==> config.mk <==
export PLATFORM = sky130hd
export DESIGN_NAME = lmpcs_chip_select
export DESIGN_NICKNAME = d
export VERILOG_FILES = /design/src/hdl/lmpcs_pkg.sv /design/src/hdl/lmpcs_chip_select.sv
export SDC_FILE = /design/constraint.sdc
export NUM_CORES = 1
export LEC_CHECK = 0
export ABC_AREA = 1
export BUFFER_PORTS_ARGS = -buffer_cell sky130_fd_sc_hd__buf_2
export CORE_UTILIZATION = 33
export CTS_CLUSTER_DIAMETER = 80
export DETAILED_ROUTE_END_ITERATION = 10
export HOLD_SLACK_MARGIN = 0.1
export PLACE_DENSITY = 0.66
export SYNTH_ARGS = -nofsm -noshare
export SYNTH_HDL_FRONTEND = slang
export SYNTH_SLANG_ARGS = --single-unit
==> constraint.sdc <==
create_clock -name aclk -period 2.1 [get_ports aclk]
set_clock_uncertainty 0.15 [all_clocks]
set_input_delay 0.42 -clock aclk [delete_from_list [all_inputs] [get_ports aclk]]
set_output_delay 0.42 -clock aclk [all_outputs]
set_load 0.01 [all_outputs]
==> src/hdl/lmpcs_pkg.sv <==
// Purpose: constants for the lower, mid-range and peripheral select decoder
// Assumes: register indices are printed offsets, byte address is four times
// Notes:   stored masks keep only writable bits, fixed masks give reserved bits
package lmpcs_pkg;

  // ****************************************************************
  // register indices and byte addresses
  // ****************************************************************
  localparam logic [11:0] LMPCS_IDX_LOW  = 12'h00A2;
  localparam logic [11:0] LMPCS_IDX_PER  = 12'h00A4;
  localparam logic [11:0] LMPCS_IDX_MID  = 12'h00A6;
  localparam logic [11:0] LMPCS_IDX_AUX  = 12'h00A8;
  localparam logic [11:0] LMPCS_IDX_SIZE = 12'h00AA;
  localparam logic [11:0] LMPCS_ADDR_LOW  = LMPCS_IDX_LOW  << 2;
  localparam logic [11:0] LMPCS_ADDR_PER  = LMPCS_IDX_PER  << 2;
  localparam logic [11:0] LMPCS_ADDR_MID  = LMPCS_IDX_MID  << 2;
  localparam logic [11:0] LMPCS_ADDR_AUX  = LMPCS_IDX_AUX  << 2;
  localparam logic [11:0] LMPCS_ADDR_SIZE = LMPCS_IDX_SIZE << 2;

  // ****************************************************************
  // writable masks and fixed reserved values
  // ****************************************************************
  localparam logic [15:0] LMPCS_LOW_WMASK = 16'h70C7;
  localparam logic [15:0] LMPCS_LOW_FIXED = 16'h0F38;
  localparam logic [15:0] LMPCS_PER_WMASK = 16'hFF8F;
  localparam logic [15:0] LMPCS_PER_FIXED = 16'h0070;
  localparam logic [15:0] LMPCS_MID_WMASK = 16'hFF87;
  localparam logic [15:0] LMPCS_MID_FIXED = 16'h0078;
  localparam logic [15:0] LMPCS_AUX_WMASK = 16'h7FC7;
  localparam logic [15:0] LMPCS_AUX_FIXED = 16'h8038;
  localparam logic [15:0] LMPCS_CFG_RESET = 16'h0000;

  // ****************************************************************
  // field positions
  // ****************************************************************
  localparam int LMPCS_LOW_SIZE_LSB  = 12;
  localparam int LMPCS_LOW_APOFF_BIT = 7;
  localparam int LMPCS_LOW_PSRAM_BIT = 6;
  localparam int LMPCS_RDY_IGN_BIT   = 2;
  localparam int LMPCS_WAIT_HI_BIT   = 3;
  localparam int LMPCS_BASE_LSB      = 7;
  localparam int LMPCS_MID_SIZE_LSB  = 8;
  localparam int LMPCS_AUX_PINFN_BIT = 7;
  localparam int LMPCS_AUX_SPACE_BIT = 6;
  localparam int LMPCS_SIZE_NARROW_BIT = 1;

  // ****************************************************************
  // bus answers and timing
  // ****************************************************************
  localparam logic [1:0] LMPCS_RESP_OKAY   = 2'h0;
  localparam logic [1:0] LMPCS_RESP_SLVERR = 2'h2;
  localparam logic [1:0] LMPCS_STRAP_WAIT  = 2'h3;

endpackage

==> src/hdl/lmpcs_chip_select.sv <==
// Purpose: lower, mid-range and peripheral chip-select decode with waits
// Assumes: processor address and cycle qualifiers come from the aclk domain
// Notes:   selects are registered, one cycle behind the sampled address
//
// Notes on behaviour
// lower select armed by any access to its register
// software programs lower range before using it
// lower size code picks 64K to 512K from zero
// address-phase suppress honoured only with strap high
// pseudo-static ram support follows lower register bit
// refresh unit configured before pseudo-static enable
// ready-ignore bit drops external ready per group
// two-bit wait code gives zero to three waits
// mid selects armed after both registers accessed
// mid base bits give address bits 19-13
// mid base is multiple of block size
// mid base zero only without lower select
// one-hot mid size; quarters map selects 0-3
// pin-function bit swaps pins 6,5 with A2,A1
// space bit picks memory or io cycles
// io peripheral decode limited to 64K
// peripheral base bits 19-11, fixed windows above
// io peripheral base keeps top four bits zero
// three-bit peripheral wait code up to fifteen
// external ready high stretches the data phase
// narrow-bus bit picks 8-bit mid/peripheral cycles
// selects active low for whole matching cycle
// reserved bits read fixed, writes ignored
`timescale 1ns/1ps
module lmpcs_chip_select
  import lmpcs_pkg::*;
(
  input  wire logic        aclk,
  input  wire logic        aresetn,
  input  wire logic [11:0] s_axi_awaddr,
  input  wire logic        s_axi_awvalid,
  output logic             s_axi_awready,
  input  wire logic [31:0] s_axi_wdata,
  input  wire logic [3:0]  s_axi_wstrb,
  input  wire logic        s_axi_wvalid,
  output logic             s_axi_wready,
  output logic [1:0]       s_axi_bresp,
  output logic             s_axi_bvalid,
  input  wire logic        s_axi_bready,
  input  wire logic [11:0] s_axi_araddr,
  input  wire logic        s_axi_arvalid,
  output logic             s_axi_arready,
  output logic [31:0]      s_axi_rdata,
  output logic [1:0]       s_axi_rresp,
  output logic             s_axi_rvalid,
  input  wire logic        s_axi_rready,
  input  wire logic [19:0] cpu_addr,
  input  wire logic        cpu_cycle_active,
  input  wire logic        cpu_is_memory,
  input  wire logic        address_enable_strap,
  input  wire logic        async_ready_in,
  input  wire logic        sync_ready_in,
  output logic             low_mem_select_n,
  output logic [3:0]       mid_mem_selects_n,
  output logic [3:0]       periph_selects_n,
  output logic [1:0]       periph_pin65,
  output logic [3:0]       wait_count,
  output logic             ext_wait_hold,
  output logic             addr_phase_off,
  output logic             psram_mode_enable,
  output logic             mid_periph_narrow_bus
);

  // ****************
  // state
  // ****************
  typedef struct packed {
    logic [15:0] low_cfg;
    logic [15:0] per_cfg;
    logic [15:0] mid_cfg;
    logic [15:0] aux_cfg;
    logic        narrow;
    logic        low_armed;
    logic        mid_seen;
    logic        aux_seen;
    logic        per_armed;
    logic [2:0]  strap_sync;
    logic [1:0]  strap_cnt;
    logic        strap_taken;
    logic        strap_high;
    logic [2:0]  rdy_sync;
    logic        rdy_level;
    logic        aw_held;
    logic [11:0] aw_addr;
    logic        w_held;
    logic [15:0] w_data;
    logic [1:0]  w_strb;
    logic        bvalid;
    logic [1:0]  bresp;
    logic        rvalid;
    logic [31:0] rdata;
    logic [1:0]  rresp;
    logic        low_n;
    logic [3:0]  mid_n;
    logic [3:0]  per_n;
    logic [1:0]  pin65;
    logic [3:0]  waits;
    logic        hold;
    logic        apoff;
    logic        narrow_out;
  } lmpcs_state_t;

  lmpcs_state_t cur_ff;
  lmpcs_state_t nxt_cur;

  // ****************
  // helpers
  // ****************
  // peripheral 0-3 wait code to wait count
  function automatic logic [3:0] per_waits(input logic [2:0] code);
    case (code)
      3'h4:    per_waits = 4'h5;
      3'h5:    per_waits = 4'h7;
      3'h6:    per_waits = 4'h9;
      3'h7:    per_waits = 4'hF;
      default: per_waits = {2'h0, code[1:0]};
    endcase
  endfunction

  // quarter index inside a one-hot mid block
  function automatic logic [1:0] mid_quarter(input logic [6:0] size,
                                             input logic [19:0] a);
    logic [1:0] q;
    q = 2'h0;
    for (int i = 0; i < 7; i++) begin
      if (size[i]) begin
        q = a[12+i -: 2];
      end
    end
    mid_quarter = q;
  endfunction

  // register read value with reserved bits fixed
  function automatic logic [15:0] reg_view(input lmpcs_state_t s,
                                           input logic [11:0] a);
    case (a)
      LMPCS_ADDR_LOW:  reg_view = (s.low_cfg & LMPCS_LOW_WMASK)
                                  | LMPCS_LOW_FIXED;
      LMPCS_ADDR_PER:  reg_view = (s.per_cfg & LMPCS_PER_WMASK)
                                  | LMPCS_PER_FIXED;
      LMPCS_ADDR_MID:  reg_view = (s.mid_cfg & LMPCS_MID_WMASK)
                                  | LMPCS_MID_FIXED;
      LMPCS_ADDR_AUX:  reg_view = (s.aux_cfg & LMPCS_AUX_WMASK)
                                  | LMPCS_AUX_FIXED;
      LMPCS_ADDR_SIZE: reg_view = {12'h000, s.strap_high, s.low_armed,
                                   s.narrow, 1'b0};
      default:         reg_view = 16'h0000;
    endcase
  endfunction

  function automatic logic is_mapped(input logic [11:0] a);
    is_mapped = (a == LMPCS_ADDR_LOW) || (a == LMPCS_ADDR_PER) ||
                (a == LMPCS_ADDR_MID) || (a == LMPCS_ADDR_AUX) ||
                (a == LMPCS_ADDR_SIZE);
  endfunction

  // merge a write into a register under lane strobes and mask
  function automatic logic [15:0] merge(input logic [15:0] old,
                                        input logic [15:0] d,
                                        input logic [1:0]  strb,
                                        input logic [15:0] wmask);
    logic [15:0] lanes;
    lanes = {{8{strb[1]}}, {8{strb[0]}}} & wmask;
    merge = (old & ~lanes) | (d & lanes);
  endfunction

  // ****************
  // next-state logic
  // ****************
  // bus slave, configuration, pin sampling and address decode
  always_comb begin
    logic        do_wr;
    logic        do_rd;
    logic [11:0] wa;
    logic        low_hit;
    logic        mid_hit;
    logic        per_hit;
    logic [6:0]  msize;
    logic [6:0]  mkeep;
    logic [2:0]  pwin;
    logic        space_ok;
    logic        addr_ok;
    logic        pinfn;
    logic        ign;
    logic [3:0]  wsel;
    logic [1:0]  q;
    do_wr    = 1'b0;
    do_rd    = 1'b0;
    wa       = 12'h000;
    low_hit  = 1'b0;
    mid_hit  = 1'b0;
    per_hit  = 1'b0;
    msize    = 7'h00;
    mkeep    = 7'h00;
    pwin     = 3'h0;
    space_ok = 1'b0;
    addr_ok  = 1'b0;
    pinfn    = 1'b0;
    ign      = 1'b1;
    wsel     = 4'h0;
    q        = 2'h0;
    nxt_cur  = cur_ff;

    // write channels are taken in either order, answered after both
    if (s_axi_awvalid && s_axi_awready) begin
      nxt_cur.aw_held = 1'b1;
      nxt_cur.aw_addr = s_axi_awaddr;
    end
    if (s_axi_wvalid && s_axi_wready) begin
      nxt_cur.w_held = 1'b1;
      nxt_cur.w_data = s_axi_wdata[15:0];
      nxt_cur.w_strb = s_axi_wstrb[1:0];
    end
    if (cur_ff.aw_held && cur_ff.w_held) begin
      do_wr           = 1'b1;
      wa              = cur_ff.aw_addr;
      nxt_cur.aw_held = 1'b0;
      nxt_cur.w_held  = 1'b0;
      nxt_cur.bvalid  = 1'b1;
      nxt_cur.bresp   = is_mapped(wa) ? LMPCS_RESP_OKAY : LMPCS_RESP_SLVERR;
    end
    if (cur_ff.bvalid && s_axi_bready) begin
      nxt_cur.bvalid = 1'b0;
    end

    // register writes; a lower or peripheral write arms its group, mid and aux writes each mark theirs seen
    if (do_wr) begin
      case (wa)
        LMPCS_ADDR_LOW: begin
          nxt_cur.low_cfg   = merge(cur_ff.low_cfg, cur_ff.w_data,
                                    cur_ff.w_strb, LMPCS_LOW_WMASK);
          nxt_cur.low_armed = 1'b1;
        end
        LMPCS_ADDR_PER: begin
          nxt_cur.per_cfg   = merge(cur_ff.per_cfg, cur_ff.w_data,
                                    cur_ff.w_strb, LMPCS_PER_WMASK);
          nxt_cur.per_armed = 1'b1;
        end
        LMPCS_ADDR_MID: begin
          nxt_cur.mid_cfg  = merge(cur_ff.mid_cfg, cur_ff.w_data,
                                   cur_ff.w_strb, LMPCS_MID_WMASK);
          nxt_cur.mid_seen = 1'b1;
        end
        LMPCS_ADDR_AUX: begin
          nxt_cur.aux_cfg  = merge(cur_ff.aux_cfg, cur_ff.w_data,
                                   cur_ff.w_strb, LMPCS_AUX_WMASK);
          nxt_cur.aux_seen = 1'b1;
        end
        LMPCS_ADDR_SIZE: begin
          if (cur_ff.w_strb[0]) begin
            nxt_cur.narrow = cur_ff.w_data[LMPCS_SIZE_NARROW_BIT];
          end
        end
        default: begin
          nxt_cur.narrow = cur_ff.narrow;
        end
      endcase
    end

    // reads answer one cycle after the address is taken; reads arm too
    if (s_axi_arvalid && s_axi_arready) begin
      do_rd          = 1'b1;
      nxt_cur.rvalid = 1'b1;
      nxt_cur.rdata  = {16'h0000, reg_view(cur_ff, s_axi_araddr)};
      nxt_cur.rresp  = is_mapped(s_axi_araddr) ? LMPCS_RESP_OKAY
                                               : LMPCS_RESP_SLVERR;
    end else if (cur_ff.rvalid && s_axi_rready) begin
      nxt_cur.rvalid = 1'b0;
    end
    if (do_rd && s_axi_araddr == LMPCS_ADDR_LOW) begin
      nxt_cur.low_armed = 1'b1;
    end
    if (do_rd && s_axi_araddr == LMPCS_ADDR_PER) begin
      nxt_cur.per_armed = 1'b1;
    end
    if (do_rd && s_axi_araddr == LMPCS_ADDR_MID) begin
      nxt_cur.mid_seen = 1'b1;
    end
    if (do_rd && s_axi_araddr == LMPCS_ADDR_AUX) begin
      nxt_cur.aux_seen = 1'b1;
    end

    // strap caught once the three-stage sampler has settled after reset
    nxt_cur.strap_sync = {cur_ff.strap_sync[1:0], address_enable_strap};
    if (!cur_ff.strap_taken) begin
      if (cur_ff.strap_cnt != LMPCS_STRAP_WAIT) begin
        nxt_cur.strap_cnt = cur_ff.strap_cnt + 2'h1;
      end else if (cur_ff.strap_sync[1] == cur_ff.strap_sync[2]) begin
        nxt_cur.strap_taken = 1'b1;
        nxt_cur.strap_high  = cur_ff.strap_sync[2];
      end
    end

    // asynchronous ready counts once two late stages agree
    nxt_cur.rdy_sync = {cur_ff.rdy_sync[1:0], async_ready_in};
    if (cur_ff.rdy_sync[1] == cur_ff.rdy_sync[2]) begin
      nxt_cur.rdy_level = cur_ff.rdy_sync[2];
    end

    // lower region: clear address bits above the programmed size
    low_hit = cur_ff.low_armed && !cpu_addr[19] && cpu_is_memory &&
              ((cpu_addr[18:16] &
                ~cur_ff.low_cfg[LMPCS_LOW_SIZE_LSB +: 3]) == 3'h0);

    // mid region: compare base bits above the one-hot block size
    msize   = cur_ff.aux_cfg[LMPCS_MID_SIZE_LSB +: 7];
    mkeep   = ~(msize - 7'h01);
    mid_hit = cur_ff.mid_seen && cur_ff.aux_seen && cpu_is_memory &&
              (msize != 7'h00) &&
              (((cpu_addr[19:13] ^
                 cur_ff.mid_cfg[15:9]) & mkeep) == 7'h00);
    q       = mid_quarter(msize, cpu_addr);

    // peripheral region: 2K-aligned base, space choice, io limited to 64K
    space_ok = cpu_is_memory == cur_ff.aux_cfg[LMPCS_AUX_SPACE_BIT];
    if (cur_ff.aux_cfg[LMPCS_AUX_SPACE_BIT]) begin
      addr_ok = cpu_addr[19:11] == cur_ff.per_cfg[15:7];
    end else begin
      addr_ok = cpu_addr[15:11] == cur_ff.per_cfg[11:7];
    end
    pinfn   = cur_ff.aux_cfg[LMPCS_AUX_PINFN_BIT];
    pwin    = cpu_addr[10:8];
    per_hit = cur_ff.per_armed && space_ok && addr_ok &&
              ((pwin < 3'h4) || (pinfn && (pwin == 3'h5 || pwin == 3'h6)));

    // selects held low for the whole active cycle; lower wins overlaps
    nxt_cur.low_n = 1'b1;
    nxt_cur.mid_n = 4'hF;
    nxt_cur.per_n = 4'hF;
    nxt_cur.pin65 = pinfn ? 2'h3 : {cpu_addr[2], cpu_addr[1]};
    if (cpu_cycle_active) begin
      if (low_hit) begin
        nxt_cur.low_n = 1'b0;
        ign  = cur_ff.low_cfg[LMPCS_RDY_IGN_BIT];
        wsel = {2'h0, cur_ff.low_cfg[1:0]};
      end else if (mid_hit) begin
        nxt_cur.mid_n[q] = 1'b0;
        ign  = cur_ff.mid_cfg[LMPCS_RDY_IGN_BIT];
        wsel = {2'h0, cur_ff.mid_cfg[1:0]};
      end else if (per_hit && pwin < 3'h4) begin
        nxt_cur.per_n[pwin[1:0]] = 1'b0;
        ign  = cur_ff.per_cfg[LMPCS_RDY_IGN_BIT];
        wsel = per_waits({cur_ff.per_cfg[LMPCS_WAIT_HI_BIT],
                          cur_ff.per_cfg[1:0]});
      end else if (per_hit) begin
        // bit 0 is pin 5 (upper window), bit 1 is pin 6
        nxt_cur.pin65 = (pwin == 3'h6) ? 2'h2 : 2'h1;
        ign  = cur_ff.aux_cfg[LMPCS_RDY_IGN_BIT];
        wsel = {2'h0, cur_ff.aux_cfg[1:0]};
      end
    end
    nxt_cur.waits      = wsel;
    // external ready only stretches cycles of groups that require it
    nxt_cur.hold       = !ign &&
                         (cur_ff.rdy_level || sync_ready_in);
    nxt_cur.apoff      = low_hit && cpu_cycle_active && cur_ff.strap_high &&
                         cur_ff.low_cfg[LMPCS_LOW_APOFF_BIT];
    nxt_cur.narrow_out = cur_ff.narrow && cpu_cycle_active &&
                         !low_hit && (mid_hit || per_hit);
  end

  // ****************
  // state register
  // ****************
  always_ff @(posedge aclk) begin
    if (!aresetn) begin
      cur_ff             <= '0;
      cur_ff.low_cfg     <= LMPCS_CFG_RESET;
      cur_ff.per_cfg     <= LMPCS_CFG_RESET;
      cur_ff.mid_cfg     <= LMPCS_CFG_RESET;
      cur_ff.aux_cfg     <= LMPCS_CFG_RESET;
      cur_ff.low_n       <= 1'b1;
      cur_ff.mid_n       <= 4'hF;
      cur_ff.per_n       <= 4'hF;
      cur_ff.pin65       <= 2'h3;
    end else begin
      cur_ff <= nxt_cur;
    end
  end

  // ****************
  // outputs
  // ****************
  // handshake readies may be combinational
  assign s_axi_awready         = !cur_ff.aw_held && !cur_ff.bvalid;
  assign s_axi_wready          = !cur_ff.w_held && !cur_ff.bvalid;
  assign s_axi_arready         = !cur_ff.rvalid;
  assign s_axi_bvalid          = cur_ff.bvalid;
  assign s_axi_bresp           = cur_ff.bresp;
  assign s_axi_rvalid          = cur_ff.rvalid;
  assign s_axi_rdata           = cur_ff.rdata;
  assign s_axi_rresp           = cur_ff.rresp;
  assign low_mem_select_n      = cur_ff.low_n;
  assign mid_mem_selects_n     = cur_ff.mid_n;
  assign periph_selects_n      = cur_ff.per_n;
  assign periph_pin65          = cur_ff.pin65;
  assign wait_count            = cur_ff.waits;
  assign ext_wait_hold         = cur_ff.hold;
  assign addr_phase_off        = cur_ff.apoff;
  assign psram_mode_enable     = cur_ff.low_cfg[LMPCS_LOW_PSRAM_BIT];
  assign mid_periph_narrow_bus = cur_ff.narrow_out;

endmodule // lmpcs_chip_select

==> flow_summary_export.csv, run 1 <==
group,metric,value,unit
timing,final.setup.tns,0,ns
worst_setup_path,start_kind,"flop",
timing,finalCritPeriodShare,0.941,
timing,fmax,506,MHz
worst_setup_path,path_cells,"inv_1 -> ha_2 -> xnor2_1 -> nand2_1 -> nand2_1 -> nor2_4 -> nand3_1 -> nor2_2 -> buf_4 -> nand3_1 -> nand3_1 -> nor2_1",
clocking,clk_latency,0.41,ns
worst_setup_path,rrSetupSlack,0.12,ns
clocking,clkTransAtPathRegs,0.06,ns
logic_synthesis,synth_xor_xnor_area_share,0.0141,
layout,nets,1072,
worst_setup_path,cp.arrival,2.13,ns
worst_setup_path,reg2reg_depth,12,
grt,grt_util_all_layers,0.178,
clocking,clock-root-buffer,"clkbuf_16",
worst_setup_path,crit_type,"flop to flop",
placement,gp_congestion,0.888,
floorplanning,pin_count,152,
detailed_routing,drtAntennaViolNets,0,
timing,period_needed,1.98,ns
run,cap_violations,0,
power_and_ir_drop,finalPower,0.00608,W
grt,grt_pass1_vias,5138,
power_and_ir_drop,leakagePower,3.40,nW
grt,grt_max_degree,38,
clocking,clock_path_buffers,2,
worst_setup_path,setup.worst_path.end_class,"flop",
grt,grt_pass1_wl,26.7,mm
power_and_ir_drop,power-per-cell-area,811,nW/um^2
logic_synthesis,synth_ff_type,"dfxtp_1",
floorplanning,die_x,139,um
logic_synthesis,synth_edf_count,0,
detailed_routing,drt_wl_total,16.8,mm
logic_synthesis,yosys.area_share.simple,0.245,
placement,port_buffers,107,
status,violations,"design-rule violations",
logic_synthesis,synth_top_family_by_area,"simple AND/OR/NAND/NOR gates",
worst_hold_path,hp-class,"input pin to flop",
clocking,htree_levels,4,
timing,tightest_slew,0.756,ns
floorplanning,die-area,19300,um^2
logic_synthesis,syn_avg_cell_area,7.07,um^2
floorplanning,die_h,139,um
worst_setup_path,cp_max_fo,4,
timing,hold_viol_final,0,
worst_setup_path,cp_slowest_stage_delay,0.36,ns
logic_synthesis,synth_fa_ha_area_frac,0.00605,
placement,hpwlAfterDp,12.9,mm
layout,syn_to_final_growth,20.8,%
grt,gr-total-overflow,0,
timing,slew_headroom,0.495,
worst_setup_path,cp_common_cell,"nand3_1",
logic_synthesis,synth.top_cell.area_share,0.413,
worst_setup_path,required,2.25,ns
worst_setup_path,crit_slowest_cell,"dfxtp_2",
logic_synthesis,async_flop_share,0,
logic_synthesis,synth.distinct_cells,42,
layout,drive_gt1_frac,0.193,
timing,setup_viol,0,
grt,antenna_found_initial,0,
detailed_routing,routedWlPerCell,13.8,um
logic_synthesis,yosysSeqAreaShare,0.413,
logic_synthesis,ys_ff_latch,128,
clocking,clock-sinks,128,
detailed_routing,firstDrtPassIters,11,
clocking,cts_made_buffers,17,
timing,slew_violations,0,
logic_synthesis,synthMuxAreaShare,0,
logic_synthesis,synth-warning-count,0,
detailed_routing,drc_errors,13,
status,status,"finished, violations left",
clocking,cts_tree,"built",
detailed_routing,drtIter0Drc,391,
floorplanning,coreArea,18200,um^2
power_and_ir_drop,peakVddDrop,605,uV
detailed_routing,avgViaCountPerCell,4.71,
worst_hold_path,min_path_cells,3,
logic_synthesis,synthTopCellsByArea,"dfxtp_1, nand2_1, inv_1",
timing,holdWs,0.118,ns
logic_synthesis,synth_top_cell_by_area,"dfxtp_1",
floorplanning,start_util,0.341,
clocking,post_cts_buffers,0,
logic_synthesis,synth_cells,877,
logic_synthesis,synth_compound_area_frac,0.169,
floorplanning,rows,49,
detailed_routing,num_vias,5735,
layout,antenna_cells,0,
logic_synthesis,synth_area,6200,um^2
## cells in the final DEF, fill, tap and decap left out, drive strengths merged, types with 4 or more instances in the layout
cell and n:
clkbuf 24, dlygate4sd3 8, inv 122, nand3 55, nand2 143, o21ai 90, nor2 117, buf 131
conb 18, dfxtp 128, xnor2 5, nor3 13, a21oi 68, a211oi 19, xor2 5, nand4 10
nor4 4
## logic make-up (layout without fill, tap and decap cells)
group / after synthesis / count (layout)
other: 1 / 18
AND/OR/NAND/NOR: 346 / 346
AO/OA/AOI/OAI: 192 / 192
buffers and inverters: 197 / 291
adder cells (fa/ha/maj): 3 / 3
flip-flops: 128 / 128
XOR/XNOR: 10 / 10
## timing repair
action | in CTS | in global routing
endpoints found under the hold margin | 9 | 0
resized for setup | 1 | 8
hold buffers | 8 | 0
pin swaps | 0 | 1
setup endpoints to repair | 5 | 21
## stage by stage
| step | setup slack (ns) | instances | cell area, um^2 | utilization |
|---|---|---|---|---|
| floorplan | 0.316 | 894 | 6260 | - |
| global placement | 0.00243 | 1179 | 6780 | 0.372 |
| detailed placement | -0.0400 | 1179 | 6780 | 0.372 |
| CTS | 0.0379 | 1217 | 7460 | 0.409 |
| global route | -0.000365 | 1217 | 7490 | 0.411 |
| finish | 0.124 | 1217 | 7490 | 0.411 |
## report_power, final
| group | switching [W] | internal [W] | total, W |
|---|---|---|---|
| sequential | 0.0000813 | 0.00253 | 0.00261 |
| combinational | 0.000315 | 0.000184 | 0.000499 |
| clock | 0.000994 | 0.00197 | 0.00297 |
| total | 0.00139 | 0.00469 | 0.00608 |
## metal layers
metal	routed length, um	vias to the layer above	GRT usage
met5	0	-	0
li1	-	2979	-
met4	327	0	0.0643
met3	1080	19	0.0470
met2	6840	202	0.252
met1	8570	2535	0.256
## Yosys cell counts (4+ instances only)
master and number:
o21ai_0 83, o21ai_1 7, a21oi_1 67, xor2_1 5, nor3_2 4, nor2_2 7
nor3_1 8, a211oi_1 19, dfxtp_1 128, nand2_1 139, buf_2 4, clkbuf_1 16
nor2_1 110, inv_1 118, xnor2_1 5, nand2_2 4, inv_2 4, buf_4 50
nand4_1 8, nand3_1 55
## worst max-delay path, delay by kind of cell, from the launching register on
family,cells,cell delay [ns]
xor gates and xnor gates,1,0.13
adders and majority gates,1,0.22
and+or+nand+nor,8,0.78
DFF,1,0.36
buffers and inverters,2,0.22
## final timing paths
check / from / to
worst max-delay path: flop / ext_wait_hold
worst min-delay path: s_axi_awaddr[5] / cur_ff[80]
worst max register to register: flop / ext_wait_hold
worst min register to register: cur_ff[89] / cur_ff[90]
## layout make-up
cell class	count	area [um^2]
multi-input combinational	569	2790
sequential	128	2560
clock buffer	24	492
timing repair buffer	139	796
inverter	122	458
tap	229	287
clock inverter	6	105
fill	1899	10700
No activity file was read; power rests on OpenSTA's default activity.
==> run 2: changes to the inputs <==
--- a/config.mk
+++ b/config.mk
@@ -7,6 +7,7 @@
 export LEC_CHECK = 0
 export ABC_AREA = 1
 export BUFFER_PORTS_ARGS = -buffer_cell sky130_fd_sc_hd__buf_2
+export CORE_MARGIN = 3
 export CORE_UTILIZATION = 33
 export CTS_CLUSTER_DIAMETER = 80
 export DETAILED_ROUTE_END_ITERATION = 10
==> constraint.sdc (replaced) <==
create_clock -name aclk -period 2.05 [get_ports aclk]
set_clock_uncertainty 0.15 [all_clocks]
set_input_delay 0.41 -clock aclk [delete_from_list [all_inputs] [get_ports aclk]]
set_output_delay 0.41 -clock aclk [all_outputs]
set_load 0.01 [all_outputs]
==> run 2 against run 1 <==
Against the previous run: the flow now finishes without violations; first-iteration DRC count grew 17%; sequential power grew 3%; flip-flop and latch count is the same; global-route usage shrank 0.89 points; worst hold slack lost 0.0042 ns; cell area grew 1.4%; count of clock-buffer cells in the layout shrank 4; wire length grew 2.6%; die area grew 5.8%; highest routed layer unchanged.
==> flow_summary_export.csv, run 2 (synthesized netlist as in run 1, its figures left out) <==
group,metric,value,unit
status,status,"completed",
worst_hold_path,min_path_cells,3,
timing,final.setup.tns,0,ns
grt,busiest_layer,"met1",
grt,grt_use_met3,0.0519,
detailed_routing,drc_errors,0,
power_and_ir_drop,clkPwrFrac,0.480,
placement,place_inst,1188,
grt,use_met1,0.246,
detailed_routing,firstDrtPassIters,5,
worst_setup_path,path_cells,"nand2_1 -> inv_2 -> nand4_1 -> nor2_1 -> nand3_1 -> o21ai_0 -> a21oi_1",
floorplanning,die_x,143,um
grt,grt_pass1_wl,26.9,mm
layout,syn_to_final_growth,22.5,%
power_and_ir_drop,leakagePower,3.46,nW
power_and_ir_drop,p_seq_frac,0.431,
worst_setup_path,crit_type,"flop to flop",
detailed_routing,num_vias,5815,
power_and_ir_drop,p_comb_frac,0.089,
layout,stdcell_count,1228,
layout,final_common_cell,"nand2_1",
floorplanning,rows,49,
power_and_ir_drop,internal_power,0.00474,W
placement,dp_slack,0.0358,ns
worst_hold_path,hp-class,"input pin to flop",
worst_setup_path,cp.arrival,2.02,ns
floorplanning,pin_count,152,
timing,fmax,530,MHz
grt,gr-total-overflow,0,
detailed_routing,drtAntennaViolNets,0,
layout,drive_gt1_frac,0.199,
layout,regArea,2560,um^2
grt,grt_max_degree,76,
worst_setup_path,required,2.19,ns
worst_setup_path,crit_slowest_cell,"dfxtp_1",
grt,grtUsageMet2,0.241,
worst_setup_path,reg2reg_depth,7,
clocking,cts_made_buffers,17,
clocking,htree_levels,4,
clocking,cts_tree,"built",
grt,grt_util_all_layers,0.169,
timing,setup_slack,0.163,ns
layout,fillCellCount,1860,
worst_setup_path,setup.worst_path.end_class,"flop",
clocking,clock-root-buffer,"clkbuf_16",
power_and_ir_drop,switching_share,0.236,
placement,port_buffers,107,
placement,hpwlAfterDp,13.0,mm
floorplanning,start_util,0.341,
placement,gp_congestion,0.952,
clocking,clk_latency,0.41,ns
layout,multi_input_area,2780,um^2
timing,slew_violations,0,
detailed_routing,drt_wl_total,17.2,mm
timing,setup_viol,0,
worst_setup_path,cp_slowest_stage_delay,0.38,ns
timing,holdWs,0.114,ns
run,cap_violations,0,
worst_setup_path,cp_max_fo,7,
timing,finalCritPeriodShare,0.920,
clocking,clock-sinks,128,
power_and_ir_drop,finalPower,0.00621,W
detailed_routing,routedWlPerCell,14.0,um
floorplanning,coreArea,18200,um^2
layout,nets,1085,
layout,final_cell_mix,"nand2_1, dfxtp_1, inv_1",
grt,antenna_found_initial,1,
clocking,clkTransAtPathRegs,0.06,ns
timing,hold_viol_final,0,
floorplanning,die_h,143,um
detailed_routing,drtIter0Drc,458,
worst_setup_path,start_kind,"flop",
power_and_ir_drop,switching_power,0.00146,W
power_and_ir_drop,power-per-cell-area,817,nW/um^2
detailed_routing,avgViaCountPerCell,4.74,
floorplanning,die-area,20500,um^2
grt,grt_pass1_vias,5232,
clocking,clock_path_buffers,2,
timing,period_needed,1.89,ns
power_and_ir_drop,peakVddDrop,583,uV
## run 2: changes by cell type in the layout (fill, tap and decap cells not counted), sizes merged
cell         previous run  this run
buf                   131       142
clkbuf                 24        20
clkinv                  3         4
diode                   0         1
dlygate4sd3             8        10
## run 2: per-layer routing
layer  vias up  wire length (um)  share of wire
li1       2995                 -              -
met1      2588              8550           0.50
met2       212              7000           0.41
met3        20              1420          0.082
met4         0               272          0.016
met5         -                 0              0
## run 2: power groups by stage
stage / registers, W / clock network [W] / logic [W]
floorplan: 0.00270 / 0 / 0.000361
global placement: 0.00272 / 0 / 0.000511
detailed placement: 0.00273 / 0 / 0.000523
CTS: 0.00267 / 0.00302 / 0.000540
global route: 0.00269 / 0.00312 / 0.000633
finish: 0.00268 / 0.00298 / 0.000550
## run 2: path summary, 6_finish.rpt
check	start	end	slack [ns]
max reg2reg	cur_ff[74]	flop	0.16
min	s_axi_awaddr[5]	cur_ff[80]	0.11
min reg2reg	cur_ff[96]	cur_ff[97]	0.26
max	cur_ff[74]	flop	0.16
## run 2: final cells by class
type | instances | share of cell area
diodes | 1 | 0.000329
clock buffers | 20 | 0.0601
clock inverters | 7 | 0.0150
inverters | 122 | 0.0603
multi-input cells | 569 | 0.366
flip-flops and latches | 128 | 0.337
well taps | 229 | 0.0377
repair buffers | 152 | 0.123
## run 2: per-stage QoR
stage,util,area [um^2]
after detailed placement,0.378,6880
after CTS,0.415,7550
after global routing,0.417,7590
after floorplan,-,6260
final,0.417,7590
after global placement,0.378,6880
## run 2: repair_timing
item	CTS	global route
endpoints found under the setup margin	0	21
buffers inserted	0	2
endpoints found under the hold margin	11	0
resized for setup	0	7
hold buffers	10	0
## run 2: worst max-delay path: cells and delay by family (launching register included)
family | cells | cell delay (ns)
simple gates | 4 | 0.77
compound gates | 2 | 0.35
flops | 1 | 0.38
buf+inv | 1 | 0.11
==> run 3: changes to the inputs <==
--- a/config.mk
+++ b/config.mk
@@ -13,6 +13,7 @@
 export DETAILED_ROUTE_END_ITERATION = 10
 export HOLD_SLACK_MARGIN = 0.1
 export PLACE_DENSITY = 0.66
+export SETUP_SLACK_MARGIN = 0.5
 export SYNTH_ARGS = -nofsm -noshare
 export SYNTH_HDL_FRONTEND = slang
 export SYNTH_SLANG_ARGS = --single-unit
==> run 3 against run 2 <==
Against the previous run: utilization rose by 6.5 points; critical path depth rose by 3; first-iteration DRC count down 9.8%; highest routed layer unchanged; cell area rose by 15%; wire length is 9.6% higher; total power up 0.52%; sequential power up 2%; maximum frequency up 3.3%; sequential share of layout area shrank 4.1 points; cell count is 2.6% higher.
==> flow_summary_export.csv, run 3 (synthesized netlist as in run 1, its figures left out) <==
group,metric,value,unit
worst_setup_path,required,2.20,ns
timing,slew_violations,0,
detailed_routing,drtIter0Drc,413,
timing,rsz0062_at_grt,"yes",
timing,setup_viol,0,
detailed_routing,routedWlPerCell,15.0,um
layout,nets,1112,
grt,gr-total-overflow,0,
detailed_routing,drt_wl_total,18.9,mm
clocking,htree_levels,4,
worst_setup_path,crit_type,"flop to flop",
placement,port_buffers,107,
layout,regArea,2600,um^2
floorplanning,die-area,20500,um^2
power_and_ir_drop,peakVddDrop,575,uV
worst_setup_path,start_kind,"flop",
power_and_ir_drop,leakagePower,3.82,nW
layout,fillCellCount,1720,
worst_setup_path,cp_max_fo,6,
floorplanning,die_h,143,um
timing,hold_viol_final,0,
status,status,"completed",
detailed_routing,firstDrtPassIters,5,
clocking,clk_latency,0.41,ns
layout,final_common_cell,"nand2_1",
run,cap_violations,0,
grt,grt_pass1_vias,5517,
floorplanning,die_x,143,um
worst_setup_path,cp_slowest_stage_delay,0.39,ns
placement,gp_congestion,0.924,
clocking,clock_path_buffers,2,
floorplanning,rows,49,
layout,drive_gt1_frac,0.383,
worst_setup_path,crit_slowest_cell,"dfxtp_4",
detailed_routing,avgViaCountPerCell,4.83,
detailed_routing,drtAntennaViolNets,0,
floorplanning,pin_count,152,
clocking,clock-sinks,128,
clocking,cts_made_buffers,17,
layout,multi_input_area,3660,um^2
timing,setup_slack,0.223,ns
timing,finalCritPeriodShare,0.891,
clocking,clkTransAtPathRegs,0.06,ns
placement,hpwlAfterDp,12.9,mm
grt,antenna_found_initial,1,
grt,grt_util_all_layers,0.176,
placement,dp_slack,0.0943,ns
grt,grt_max_degree,76,
worst_setup_path,cp.arrival,1.98,ns
worst_hold_path,min-delay-start,"s_axi_wdata[7]",
timing,final.setup.tns,0,ns
floorplanning,coreArea,18200,um^2
layout,final_cell_mix,"nand2_1, dfxtp_1, inv_1",
worst_hold_path,hp-class,"input pin to flop",
layout,syn_to_final_growth,41.4,%
timing,period_needed,1.83,ns
worst_setup_path,path_cells,"inv_6 -> ha_4 -> a21oi_1 -> nor2_2 -> nor2_4 -> nand4_4 -> nand3_2 -> nor2_1 -> nor2_1 -> nand2_1",
floorplanning,start_util,0.341,
power_and_ir_drop,power-per-cell-area,711,nW/um^2
grt,grt_pass1_wl,28.3,mm
timing,fmax,547,MHz
detailed_routing,drc_errors,0,
clocking,cts_tree,"built",
worst_setup_path,setup.worst_path.end_class,"flop",
detailed_routing,num_vias,6081,
worst_setup_path,cp_common_cell,"nor2_1",
clocking,clock-root-buffer,"clkbuf_16",
-- run 3: per-stage QoR --
step	hold WS [ns]	util	cell area, um^2	power (W)	instances
after floorplan	0.240	-	6410	0.00307	894
after global placement	0.250	0.380	6920	0.00323	1175
after detailed placement	0.255	0.380	6920	0.00324	1175
after CTS	0.0910	0.451	8210	0.00619	1242
after global routing	0.120	0.482	8770	0.00649	1260
final	0.111	0.482	8770	0.00624	1260
-- run 3: final cells by class --
class / count / share of cell area
Inverter: 122 / 0.0539
Timing Repair Buffer: 176 / 0.137
Antenna cell: 1 / 0.000285
Clock buffer: 21 / 0.0536
Tap cell: 229 / 0.0327
Sequential cell: 128 / 0.296
Multi-Input combinational cell: 572 / 0.417
Clock inverter: 11 / 0.0101
-- run 3: what timing repair did --
action / 4_1_cts / 5_1_grt
pin swaps: 20 / 40
setup buffers: 26 / 15
endpoints found under the setup margin: 65 / 94
hold endpoints to repair: 8 / 0
gates cloned: 2 / 2
hold buffers: 7 / 0
resized for setup: 135 / 116
-- run 3: critical path, delay by kind of cell, from the launching register on --
kind,cells,cell delay (ns)
and+or+nand+nor,7,0.76
AOI/OAI and AO/OA,1,0.19
DFF,1,0.39
buffers and inverters,1,0.05
adders and majority gates,1,0.17
-- run 3: power by group --
group          internal (W)  leakage, nW  switching (W)  total [W]
clock               0.00175        0.278        0.00109    0.00283
combinational      0.000279         2.49       0.000399   0.000678
sequential          0.00259         1.05       0.000133    0.00273
-- run 3: worst paths after layout --
kind / endpoint / cells after the start / slack, ns
worst max-delay path: periph_pin65[0] / 10 / 0.22
worst min-delay path: cur_ff[65] / 3 / 0.11
worst max register to register: periph_pin65[0] / 10 / 0.22
worst min register to register: cur_ff[97] / 2 / 0.27
-- run 3: metal layers --
layer | GRT usage | wire, um | vias up
met5 | 0 | 0 | -
met3 | 0.0459 | 1370 | 19
li1 | - | - | 3066
met2 | 0.264 | 8430 | 211
met1 | 0.247 | 8810 | 2785
met4 | 0.0580 | 290 | 0
